File: src/tpc_consts.svh
// Register indexes, field positions, reset values, map bounds.
// Included by the design; definitions only.
`ifndef TPC_CONSTS_SVH
`define TPC_CONSTS_SVH

// ==========================================================
// Register indexes (byte address is four times the index)
`define TPC_IDX_TX_CFG      10'h0CB
`define TPC_IDX_TX_EN       10'h0CC
`define TPC_IDX_ACC_STAT    10'h0CD
`define TPC_IDX_ACC_CTRL    10'h0CE
`define TPC_IDX_ACC_DATA    10'h0CF
`define TPC_IDX_RX_CFG      10'h0D0

// ==========================================================
// Reset values
`define TPC_RST_CFG         8'h80
`define TPC_RST_ZERO        8'h00

// ==========================================================
// Field positions
`define TPC_BIT_SNAP        7
`define TPC_BIT_GTRK        6
`define TPC_ZCS_HI          5
`define TPC_ZCS_LO          3
`define TPC_GSUB_HI         2
`define TPC_BIT_SIGPOS      3
`define TPC_BIT_ENABLE      0
`define TPC_BIT_DIR         7
`define TPC_BIT_CHTRK       4

// ==========================================================
// Indirect map: bank bases and last channel
`define TPC_BASE_CHAN_SEL_A      7'h01
`define TPC_BASE_CHAN_DATA_TRUNK_CODE       7'h21
`define TPC_BASE_STRK       7'h41
`define TPC_LAST_CHAN       5'h17
`define TPC_DDS_CODE        8'h98

`endif

File: src/tpc_pkg.sv
// Types shared by the payload control block and its bench.
// Assumes tpc_consts.svh sits beside it on the include path.
package tpc_pkg;

    // Indirect access sequencer, gray along idle-xfer-done
    typedef enum logic [1:0]
    {
        TPC_IDLE = 2'h0,
        TPC_XFER = 2'h1,
        TPC_DONE = 2'h3
    } tpc_state_t;

    // One transmit channel slot
    typedef struct packed
    {
        logic       valid;     // Slot present
        logic [4:0] chan;      // Channel 0..23
        logic       sig_frame; // Signaling frame
        logic       esf_fmt;   // ESF or SLC-96 format
        logic [7:0] data;      // Octet, bit 1 is data[7]
        logic [3:0] sig;       // ABCD in [3:0]
    } tpc_tx_t;

    // One receive channel slot
    typedef struct packed
    {
        logic       valid;     // Slot present
        logic [4:0] chan;      // Channel 0..23
        logic       mf_first;  // First frame of multiframe
        logic       in_sync;   // SF/ESF/SLC-96 framing in sync
        logic [7:0] data;      // Octet
        logic [3:0] sig;       // ABCD
    } tpc_rx_t;

    // Processed output slot
    typedef struct packed
    {
        logic       valid;     // Slot present
        logic [4:0] chan;      // Channel
        logic [7:0] data;      // Octet
        logic [3:0] sig;       // ABCD
    } tpc_out_t;

endpackage

File: src/tpc_payload_ctrl.sv
// Transmit/receive payload control of a 24-channel T1 framer:
// substitution, zero suppression, signaling trunk and snapshot,
// plus the indirect per-channel register path, over APB.
// Assumes streams arrive from logic on core_clk, one slot a cycle.
//
// Functional notes
// - Code 001: all-zero sets bit 8, sigframe bit 7
// - Code 010: bit 8 of every channel forced
// - Code 011: all-zero channel gets bit 7 set
// - Code 100: all-zero channel becomes 10011000
// - Code 000 off; other codes reserved
// - Global 000: per-channel substitution select applies
// - Global 001: channel data trunk code
// - Global 010: A-law milliwatt sequence
// - Global 011: mu-law milliwatt sequence
// - Global 100: loopback data from elastic store
// - Position bit moves AB into upper nibble pair
// - Enable bit gates all transmit functions
// - Busy high during indirect access; host waits
// - Direction bit 7: 0 write, 1 read
// - Valid indirect addresses 01-18, 21-38, 41-58
// - Read command returns byte in data register
// - Snapshot holds first frame signaling
// - Global trunk bit overrides per-channel trunk enable
// - Suppression and substitution in transmit config
`timescale 1ns/1ps
`include "tpc_consts.svh"

module tpc_payload_ctrl
    import tpc_pkg::*;
(
    input  wire logic        core_clk,    // 40 MHz clock
    input  wire logic        rst_n,       // Async reset, active low
    input  wire logic        ce,          // Clock enable, freezes all but reset release
    input  wire logic        psel,        // APB select
    input  wire logic        penable,     // APB access phase
    input  wire logic        pwrite,      // APB direction
    input  wire logic [11:0] paddr,       // APB byte address
    input  wire logic [31:0] pwdata,      // APB write data
    output logic      [31:0] prdata,      // APB read data
    output logic             pready,      // APB ready
    output logic             pslverr,     // APB error on unmapped
    input  wire tpc_tx_t     tx_in,       // Transmit slot in
    input  wire logic [7:0]  lb_data,     // Elastic store loopback
    output tpc_out_t         tx_out,      // Transmit slot out
    input  wire tpc_rx_t     rx_in,       // Receive slot in
    output tpc_out_t         rx_out,      // Receive slot out
    output logic             busy         // Indirect access busy
);

    // ======================================================
    // Reset release
    logic       rst_meta;                 // First stage
    logic       rst_sync_n;               // Released reset

    // Released through two flops, asserted at once
    always_ff @(posedge core_clk or negedge rst_n)
    begin
        if (!rst_n)
        begin
            rst_meta   <= 1'b0;
            rst_sync_n <= 1'b0;
        end
        else
        begin
            rst_meta   <= 1'b1;
            rst_sync_n <= rst_meta;
        end
    end

    // ======================================================
    // APB decode
    logic [9:0] idx;                      // Register index
    logic       mapped;                   // Address hits a register
    logic       wr_en;                    // Write takes effect
    logic       setup;                    // Setup phase

    assign idx   = paddr[11:2];
    assign setup = psel && !penable;
    assign wr_en = psel && penable && pwrite && mapped && ce;
    assign pready = 1'b1;                 // Always one access cycle

    // Decode the six word slots
    always_comb
    begin
        mapped = (paddr[1:0] == 2'h0) &&
                 (idx >= `TPC_IDX_TX_CFG) && (idx <= `TPC_IDX_RX_CFG);
        pslverr = psel && penable && !mapped;
    end

    // ======================================================
    // Registers and indirect sequencer
    logic [7:0]  tx_cfg, next_tx_cfg;     // Transmit config
    logic [7:0]  tx_en, next_tx_en;       // Enable and position
    logic [7:0]  acc_ctrl, next_acc_ctrl; // Direction and address
    logic [7:0]  acc_data, next_acc_data; // Indirect data byte
    logic [7:0]  rx_cfg, next_rx_cfg;     // Receive config
    logic [31:0] next_prdata;             // Read data capture
    tpc_state_t  state, next_state;       // Sequencer state
    logic [7:0]  ind_mem [0:127];         // Per-channel indirect map
    logic        mem_we;                  // Indirect write strobe
    logic [6:0]  acc_addr;                // Indirect target
    logic        addr_ok;                 // Target in a bank

    assign acc_addr = acc_ctrl[6:0];
    assign busy     = (state != TPC_IDLE);

    // Banks 01-18, 21-38, 41-58
    always_comb
    begin
        addr_ok = ((acc_addr >= 7'h01) && (acc_addr <= 7'h18)) ||
                  ((acc_addr >= 7'h21) && (acc_addr <= 7'h38)) ||
                  ((acc_addr >= 7'h41) && (acc_addr <= 7'h58));
    end

    // Next values of the register group
    always_comb
    begin
        next_tx_cfg   = tx_cfg;
        next_tx_en    = tx_en;
        next_acc_ctrl = acc_ctrl;
        next_acc_data = acc_data;
        next_rx_cfg   = rx_cfg;
        next_state    = state;
        next_prdata   = prdata;
        mem_we        = 1'b0;
        // Bus writes
        if (wr_en)
        begin
            case (idx)
                `TPC_IDX_TX_CFG:   next_tx_cfg = pwdata[7:0];
                `TPC_IDX_TX_EN:    next_tx_en  = {4'h0, pwdata[3], 2'h0,
                                                  pwdata[0]};
                `TPC_IDX_ACC_CTRL:
                    // A command while busy is refused
                    if (state == TPC_IDLE)
                    begin
                        next_acc_ctrl = pwdata[7:0];
                        next_state    = TPC_XFER;
                    end
                `TPC_IDX_ACC_DATA: next_acc_data = pwdata[7:0];
                `TPC_IDX_RX_CFG:   next_rx_cfg = {pwdata[7:6], 3'h0,
                                                  pwdata[2:0]};
                default:           next_rx_cfg = rx_cfg; // Status is RO
            endcase
        end
        // Sequencer
        case (state)
            TPC_IDLE: ;
            TPC_XFER:
            begin
                if (addr_ok)
                begin
                    if (acc_ctrl[`TPC_BIT_DIR])
                        next_acc_data = ind_mem[acc_addr];
                    else
                        mem_we = 1'b1;
                end
                else if (acc_ctrl[`TPC_BIT_DIR])
                    next_acc_data = `TPC_RST_ZERO;  // Invalid reads 00
                next_state = TPC_DONE;
            end
            TPC_DONE: next_state = TPC_IDLE;    // Data stable now
            default:  next_state = TPC_IDLE;
        endcase
        // Read data loaded in setup
        if (setup)
        begin
            case (idx)
                `TPC_IDX_TX_CFG:   next_prdata = {24'h0, tx_cfg};
                `TPC_IDX_TX_EN:    next_prdata = {24'h0, tx_en};
                `TPC_IDX_ACC_STAT: next_prdata = {31'h0, busy};
                `TPC_IDX_ACC_CTRL: next_prdata = {24'h0, acc_ctrl};
                `TPC_IDX_ACC_DATA: next_prdata = {24'h0, acc_data};
                `TPC_IDX_RX_CFG:   next_prdata = {24'h0, rx_cfg};
                default:           next_prdata = 32'h0;
            endcase
        end
    end

    // Register the group
    always_ff @(posedge core_clk or negedge rst_sync_n)
    begin
        if (!rst_sync_n)
        begin
            tx_cfg   <= `TPC_RST_CFG;
            tx_en    <= `TPC_RST_ZERO;
            acc_ctrl <= `TPC_RST_ZERO;
            acc_data <= `TPC_RST_ZERO;
            rx_cfg   <= `TPC_RST_CFG;
            state    <= TPC_IDLE;
            prdata   <= 32'h0;
        end
        else if (ce)
        begin
            tx_cfg   <= next_tx_cfg;
            tx_en    <= next_tx_en;
            acc_ctrl <= next_acc_ctrl;
            acc_data <= next_acc_data;
            rx_cfg   <= next_rx_cfg;
            state    <= next_state;
            prdata   <= next_prdata;
        end
    end

    // Indirect map, cleared at reset
    always_ff @(posedge core_clk or negedge rst_sync_n)
    begin
        if (!rst_sync_n)
        begin
            for (int i = 0; i < 128; i++)
                ind_mem[i] <= 8'h0;
        end
        else if (ce && mem_we)
            ind_mem[acc_addr] <= acc_data;
    end

    // ======================================================
    // Milliwatt sequences, eight frames long
    function automatic logic [7:0] alaw_mw(input logic [2:0] ph);
        case (ph)
            3'h0, 3'h3: alaw_mw = 8'h34;
            3'h1, 3'h2: alaw_mw = 8'h21;
            3'h4, 3'h7: alaw_mw = 8'hB4;
            default:    alaw_mw = 8'hA1;
        endcase
    endfunction

    function automatic logic [7:0] mulaw_mw(input logic [2:0] ph);
        case (ph)
            3'h0, 3'h3: mulaw_mw = 8'h1E;
            3'h1, 3'h2: mulaw_mw = 8'h0B;
            3'h4, 3'h7: mulaw_mw = 8'h9E;
            default:    mulaw_mw = 8'h8B;
        endcase
    endfunction

    // ======================================================
    // Transmit path
    logic [2:0]  mw_ph, next_mw_ph;       // Milliwatt phase
    tpc_out_t    next_tx_out;             // Next transmit slot
    logic [2:0]  tx_sel;                  // Effective substitution
    logic [7:0]  tx_strk;                 // Trunk entry of channel
    logic [2:0]  zero_suppress_sel;                     // Suppression select

    assign zero_suppress_sel = tx_cfg[`TPC_ZCS_HI:`TPC_ZCS_LO];

    // Substitute, condition signaling, then suppress zeros
    always_comb
    begin
        next_mw_ph  = mw_ph;
        next_tx_out = '{valid: tx_in.valid, chan: tx_in.chan,
                        data: tx_in.data, sig: tx_in.sig};
        tx_strk = ind_mem[7'(tx_in.chan) + `TPC_BASE_STRK];
        tx_sel  = tx_cfg[`TPC_GSUB_HI:0];
        if (tx_sel == 3'h0)
            tx_sel = ind_mem[7'(tx_in.chan) + `TPC_BASE_CHAN_SEL_A][7:5];
        // Phase steps after the last channel
        if (tx_in.valid && (tx_in.chan == `TPC_LAST_CHAN))
            next_mw_ph = mw_ph + 3'h1;
        // Disabled block passes data untouched
        if (tx_en[`TPC_BIT_ENABLE])
        begin
            case (tx_sel)
                3'h1: next_tx_out.data =
                          ind_mem[7'(tx_in.chan) + `TPC_BASE_CHAN_DATA_TRUNK_CODE];
                3'h2: next_tx_out.data = alaw_mw(mw_ph);
                3'h3: next_tx_out.data = mulaw_mw(mw_ph);
                3'h4: next_tx_out.data = lb_data;
                default: next_tx_out.data = tx_in.data;      // Reserved
            endcase
            // Four-state signaling keeps only A and B
            if (tx_in.esf_fmt && tx_en[`TPC_BIT_SIGPOS])
                next_tx_out.sig = {tx_in.sig[3:2], 2'h0};
            if (tx_cfg[`TPC_BIT_GTRK] || tx_strk[`TPC_BIT_CHTRK])
                next_tx_out.sig = tx_strk[3:0];
            // Bit 8 is data[0], bit 7 is data[1]
            case (zero_suppress_sel)
                3'h1:
                    if (next_tx_out.data == 8'h0)
                    begin
                        if (tx_in.sig_frame)
                            next_tx_out.data[1] = 1'b1;
                        else
                            next_tx_out.data[0] = 1'b1;
                    end
                3'h2: next_tx_out.data[0] = 1'b1;
                3'h3:
                    if (next_tx_out.data == 8'h0)
                        next_tx_out.data[1] = 1'b1;
                3'h4:
                    if (next_tx_out.data == 8'h0)
                        next_tx_out.data = `TPC_DDS_CODE;
                default: ;
            endcase
        end
    end

    // Register transmit group
    always_ff @(posedge core_clk or negedge rst_sync_n)
    begin
        if (!rst_sync_n)
        begin
            mw_ph  <= 3'h0;
            tx_out <= '0;
        end
        else if (ce)
        begin
            mw_ph  <= next_mw_ph;
            tx_out <= next_tx_out;
        end
    end

    // ======================================================
    // Receive path
    logic [3:0]  snap [0:23];             // Held signaling per channel
    logic [3:0]  next_snap [0:23];        // Next held signaling
    tpc_out_t    next_rx_out;             // Next receive slot
    logic [7:0]  rx_strk;                 // Trunk entry of channel
    logic        snap_on;                 // Snapshot active

    assign snap_on = rx_cfg[`TPC_BIT_SNAP] && rx_in.in_sync;

    // One latch per channel, loaded in frame one
    for (genvar c = 0; c < 24; c++)
    begin : g_snap
        always_comb
        begin
            next_snap[c] = snap[c];
            if (rx_in.valid && rx_in.mf_first && (rx_in.chan == 5'(c)))
                next_snap[c] = rx_in.sig;
        end
        always_ff @(posedge core_clk or negedge rst_sync_n)
        begin
            if (!rst_sync_n)
                snap[c] <= 4'h0;
            else if (ce)
                snap[c] <= next_snap[c];
        end
    end

    // Substitution and signaling for the receive side
    always_comb
    begin
        next_rx_out = '{valid: rx_in.valid, chan: rx_in.chan,
                        data: rx_in.data, sig: rx_in.sig};
        rx_strk = ind_mem[7'(rx_in.chan) + `TPC_BASE_STRK];
        // Hold the first frame's bits for the whole multiframe
        if (snap_on && !rx_in.mf_first && (rx_in.chan <= `TPC_LAST_CHAN))
            next_rx_out.sig = snap[rx_in.chan];
        case (rx_cfg[`TPC_GSUB_HI:0])
            3'h1: next_rx_out.data =
                      ind_mem[7'(rx_in.chan) + `TPC_BASE_CHAN_DATA_TRUNK_CODE];
            3'h2: next_rx_out.data = alaw_mw(mw_ph);
            3'h3: next_rx_out.data = mulaw_mw(mw_ph);
            default: next_rx_out.data = rx_in.data;
        endcase
        if (rx_cfg[`TPC_BIT_GTRK] || rx_strk[`TPC_BIT_CHTRK])
            next_rx_out.sig = rx_strk[3:0];
    end

    // Register receive slot
    always_ff @(posedge core_clk or negedge rst_sync_n)
    begin
        if (!rst_sync_n)
            rx_out <= '0;
        else if (ce)
            rx_out <= next_rx_out;
    end

endmodule // tpc_payload_ctrl

File: config.mk
export PLATFORM = sky130hd
export DESIGN_NAME = tpc_payload_ctrl
export DESIGN_NICKNAME = d
export VERILOG_FILES = /design/src/tpc_pkg.sv /design/src/tpc_payload_ctrl.sv
export VERILOG_INCLUDE_DIRS = /design/src /design/src/src
export SDC_FILE = /design/constraint.sdc
export NUM_CORES = 2
export LEC_CHECK = 0
export BUFFER_PORTS_ARGS = -buffer_cell sky130_fd_sc_hd__buf_4
export CAP_MARGIN = 0
export CELL_PAD_IN_SITES_DETAIL_PLACEMENT = 0
export CELL_PAD_IN_SITES_GLOBAL_PLACEMENT = 1
export CORE_ASPECT_RATIO = 1.5
export CORE_MARGIN = 2
export CORE_UTILIZATION = 53
export DETAILED_ROUTE_END_ITERATION = 8
export HOLD_SLACK_MARGIN = 0.05
export PLACE_DENSITY_LB_ADDON = 0.1
export REMOVE_ABC_BUFFERS = 1
export SYNTH_ARGS = -nofsm -noshare
export SYNTH_HDL_FRONTEND = slang
export SYNTH_SLANG_ARGS = --single-unit
File: constraint.sdc
create_clock -name core_clk -period 43.5 [get_ports core_clk]
set_clock_uncertainty 0.15 [all_clocks]
set_input_delay 0 -clock core_clk [delete_from_list [all_inputs] [get_ports core_clk]]
set_output_delay 0 -clock core_clk [all_outputs]
set_load 0.01 [all_outputs]
==> results.cfg <==
[flow_run]
max_cap_violations = 0

[clock_network]
ctsResizeCount = 0
clkTransAtPathRegs_ps = 70
hold_buffers = 139
cts_tree = done
clk_path_buf_depth = 3
cts_root_buf = clkbuf_16
numCtsBuffers = 117
clkLatencyLatePin_ps = 780
cts_setup_buffers = 0
cts_max_level = 3
cts_sinks = 1202

[synthesis]
synth_largest_area_cell = dfrtp_1
async_flop_share_pct = 100.0
syn-cell-area_um2 = 62180
yosysWarnings = 0
avgSynthCellArea_um2 = 13.37
ys_seq_area_share_pct = 48.38
synth_ff_type = dfrtp_1
synth.distinct_cells = 83
synth-edff-count = 0
yosysTopAreaCellShare_pct = 48.30
syn_inst = 4651
synth.area.top_cells = dfrtp_1, mux4_2, mux2_2
ys_ff_latch = 1202

[detailed_routing]
ant_nets = 0
routed_wirelength_mm = 201.2
drc = 0
highest_layer = met5
first_pass_iters = 7
dr_total_vias = 40817
drt_iter0_drc = 4218
met3_length_mm = 16.72
wl_per_cell_um = 33.71
met1_length_mm = 75.69
dr_wl_met2_mm = 94.15
avgViaCountPerCell = 6.838

[floorplanning]
pin_count = 169
die_h_um = 423.5
die_area_um2 = 120100
dieWidth_um = 283.7
coreArea_um2 = 116200
num_rows = 153
start_util_pct = 53.51

[cells_and_area]
finalNetCount = 4429
areaGrowthSynthToFinish_pct = 9.784
fin_util_pct = 58.74
final_layout_size_suffix_gt1_share_pct = 38.41

[pwr]
ir_drop_uv = 33.76
total_leakage_power_nw = 30.49
power_density_nw_per_um2 = 36.02

[critical_path]
cp_max_fo = 47
cp-end-kind = register
cp.required_ps = 44030
cp.arrival_ps = 7910
crit_type = input pin to register
startpoint_type = input pin

[worst_hold_path]
hp-class = input pin to register

[placement]
place_ws_ps = 36950
place.gp.congestion = 0.9093
hpwl_mm = 127.8
port-buffer-count = 119

[sta]
setup_viol = 0
report.final.slew_viol_count = 0
fin_tns_setup_ps = 0
min_period_over_period_pct = 16.96
rsz0062_at_grt = false
fin_crit_ps = 7377
hold_viol = 0
maxSlewHeadroom_pct = 13.89
max_slew.worst_pin.slew_ps = 1289
setup_ws_ps = 36120
fmaxAchievable_ghz = 0.1356

[global_routing]
grt_pass1_wl_mm = 298.7
grt_max_degree = 180
track_usage_pct = 33.96
grt_pass1_vias = 42463
grt_overflow = 0
antenna_found_initial = 2

[status]
status = complete, no violations
==> cell usage after synthesis, types with 7 or more instances <==
| library cell | number |
|---|---|
| a211oi_1 | 15 |
| a21oi_1 | 74 |
| a221oi_1 | 58 |
| a222oi_1 | 7 |
| a22o_1 | 50 |
| a22oi_1 | 340 |
| a31oi_1 | 26 |
| a32oi_1 | 7 |
| and2_1 | 13 |
| and3_1 | 9 |
| buf_1 | 54 |
| buf_2 | 44 |
| buf_4 | 33 |
| buf_6 | 14 |
| clkbuf_1 | 686 |
| dfrtp_1 | 1200 |
| ha_1 | 12 |
| inv_1 | 14 |
| mux2_2 | 732 |
| mux2i_1 | 62 |
| mux4_1 | 10 |
| mux4_2 | 493 |
| nand2_1 | 230 |
| nand2b_1 | 14 |
| nand3_1 | 37 |
| nand4_1 | 96 |
| nor2_1 | 75 |
| nor2b_1 | 21 |
| nor3_1 | 24 |
| nor3b_1 | 7 |
| o211ai_1 | 16 |
| o21ai_0 | 64 |
| xnor2_1 | 7 |
==> path summary, 6_finish.rpt <==
kind / from / endpoint / slack, ps / cells past startpoint
min in group asynchronous: rst_sync_n / ind_mem[786] / 190 / 0
max in group asynchronous: rst_sync_n / ind_mem[175] / 39110 / 4
min reg2reg: rst_sync_n / ind_mem[786] / 190 / 0
max reg2reg: acc_ctrl[3] / ind_mem[569] / 38400 / 9
min: paddr[0] / acc_data[1] / 90 / 8
max: tx_in[14] / tx_out[9] / 36120 / 17
==> registers in the layout, summed over array words and instances (netlist names), 2 cells and up <==
signal,flops
ind_mem,1024
snap,96
rx_out,18
tx_out,18
acc_ctrl,8
acc_data,8
prdata,8
tx_cfg,8
rx_cfg,5
mw_ph,3
state,2
tx_en,2
==> cells in the final DEF (no fill, tap or decap), types with 27 or more instances in the layout <==
cell           netlist  routed
mux4_2             493     493
clkbuf_1           686      27
mux2i_1             62      62
mux2_2             732     732
nand2_1            230     230
buf_4               33     209
a221oi_1            58      57
dlygate4sd3_1        0     139
nor2_1              75      72
a22o_1              50      50
dfrtp_1           1200    1189
o21ai_0             64      64
clkinv_2             0      28
a21oi_1             74      74
clkbuf_16            0     117
nand4_1             96      96
nand3_1             37      37
a22oi_1            340     340
==> critical path, cell delays in order <==
cell	delay, ps
dlygate4sd3_1	580
buf_8	440
ha_4	730
buf_4	820
buf_4	730
mux4_2	330
mux2_2	180
a21oi_1	50
a2111oi_2	1130
a221oi_4	240
nand2b_1	420
a211oi_2	80
a211oi_1	500
mux2i_1	160
dlygate4sd3_1	590
a21oi_1	130
dlygate4sd3_1	560
==> final cells by class <==
cell class / count / area, um2
fillers: 9204 / 47940
flip-flops and latches: 1202 / 30110
multi-input cells: 2624 / 28810
clock buffers: 159 / 3236
repair buffers: 360 / 3191
well taps: 1550 / 1939
clock inverters: 59 / 919.6
inverters: 14 / 52.55
diodes: 1 / 2.502
==> cell families (layout without fill, tap and decap cells) <==
kind of cell / Yosys count / in the layout / share of synthesized area (%)
flip-flops: 1202 / 1202 / 48.38
adder cells (fa/ha/maj): 12 / 12 / 0.2415
AO/OA/AOI/OAI: 724 / 724 / 8.706
XOR/XNOR: 9 / 9 / 0.1268
multiplexers: 1298 / 1298 / 32.55
buffers and inverters: 849 / 592 / 5.671
other: 2 / 27 / 0.01208
AND/OR/NAND/NOR: 555 / 555 / 4.309
==> metrics by stage <==
step | power, mW | instances | cell area [um2] | hold WS, ps
2_1_floorplan | 1.272 | 3840 | 58790 | -445.6
3_3_place_gp | 1.356 | 5611 | 62710 | -366.4
3_5_place_dp | 1.357 | 5611 | 62710 | -366.1
4_1_cts | 2.475 | 5968 | 68260 | 63.71
5_1_grt | 2.535 | 5968 | 68260 | 115.8
6_report | 2.458 | 5969 | 68260 | 94.01
==> metal layers <==
metal / global-route usage [%] / up-vias
li1: - / 16857
met1: 43.28 / 21426
met2: 53.22 / 1977
met3: 7.312 / 555
met4: 21.31 / 2
met5: 0 / -
==> power breakdown <==
part	switching (mW)	internal (mW)	total [mW]
sequential	0.0115	1.13	1.14
combinational	0.131	0.0744	0.205
clock	0.470	0.642	1.11
total	0.612	1.85	2.46
No activity file was read; power rests on OpenSTA's default activity.
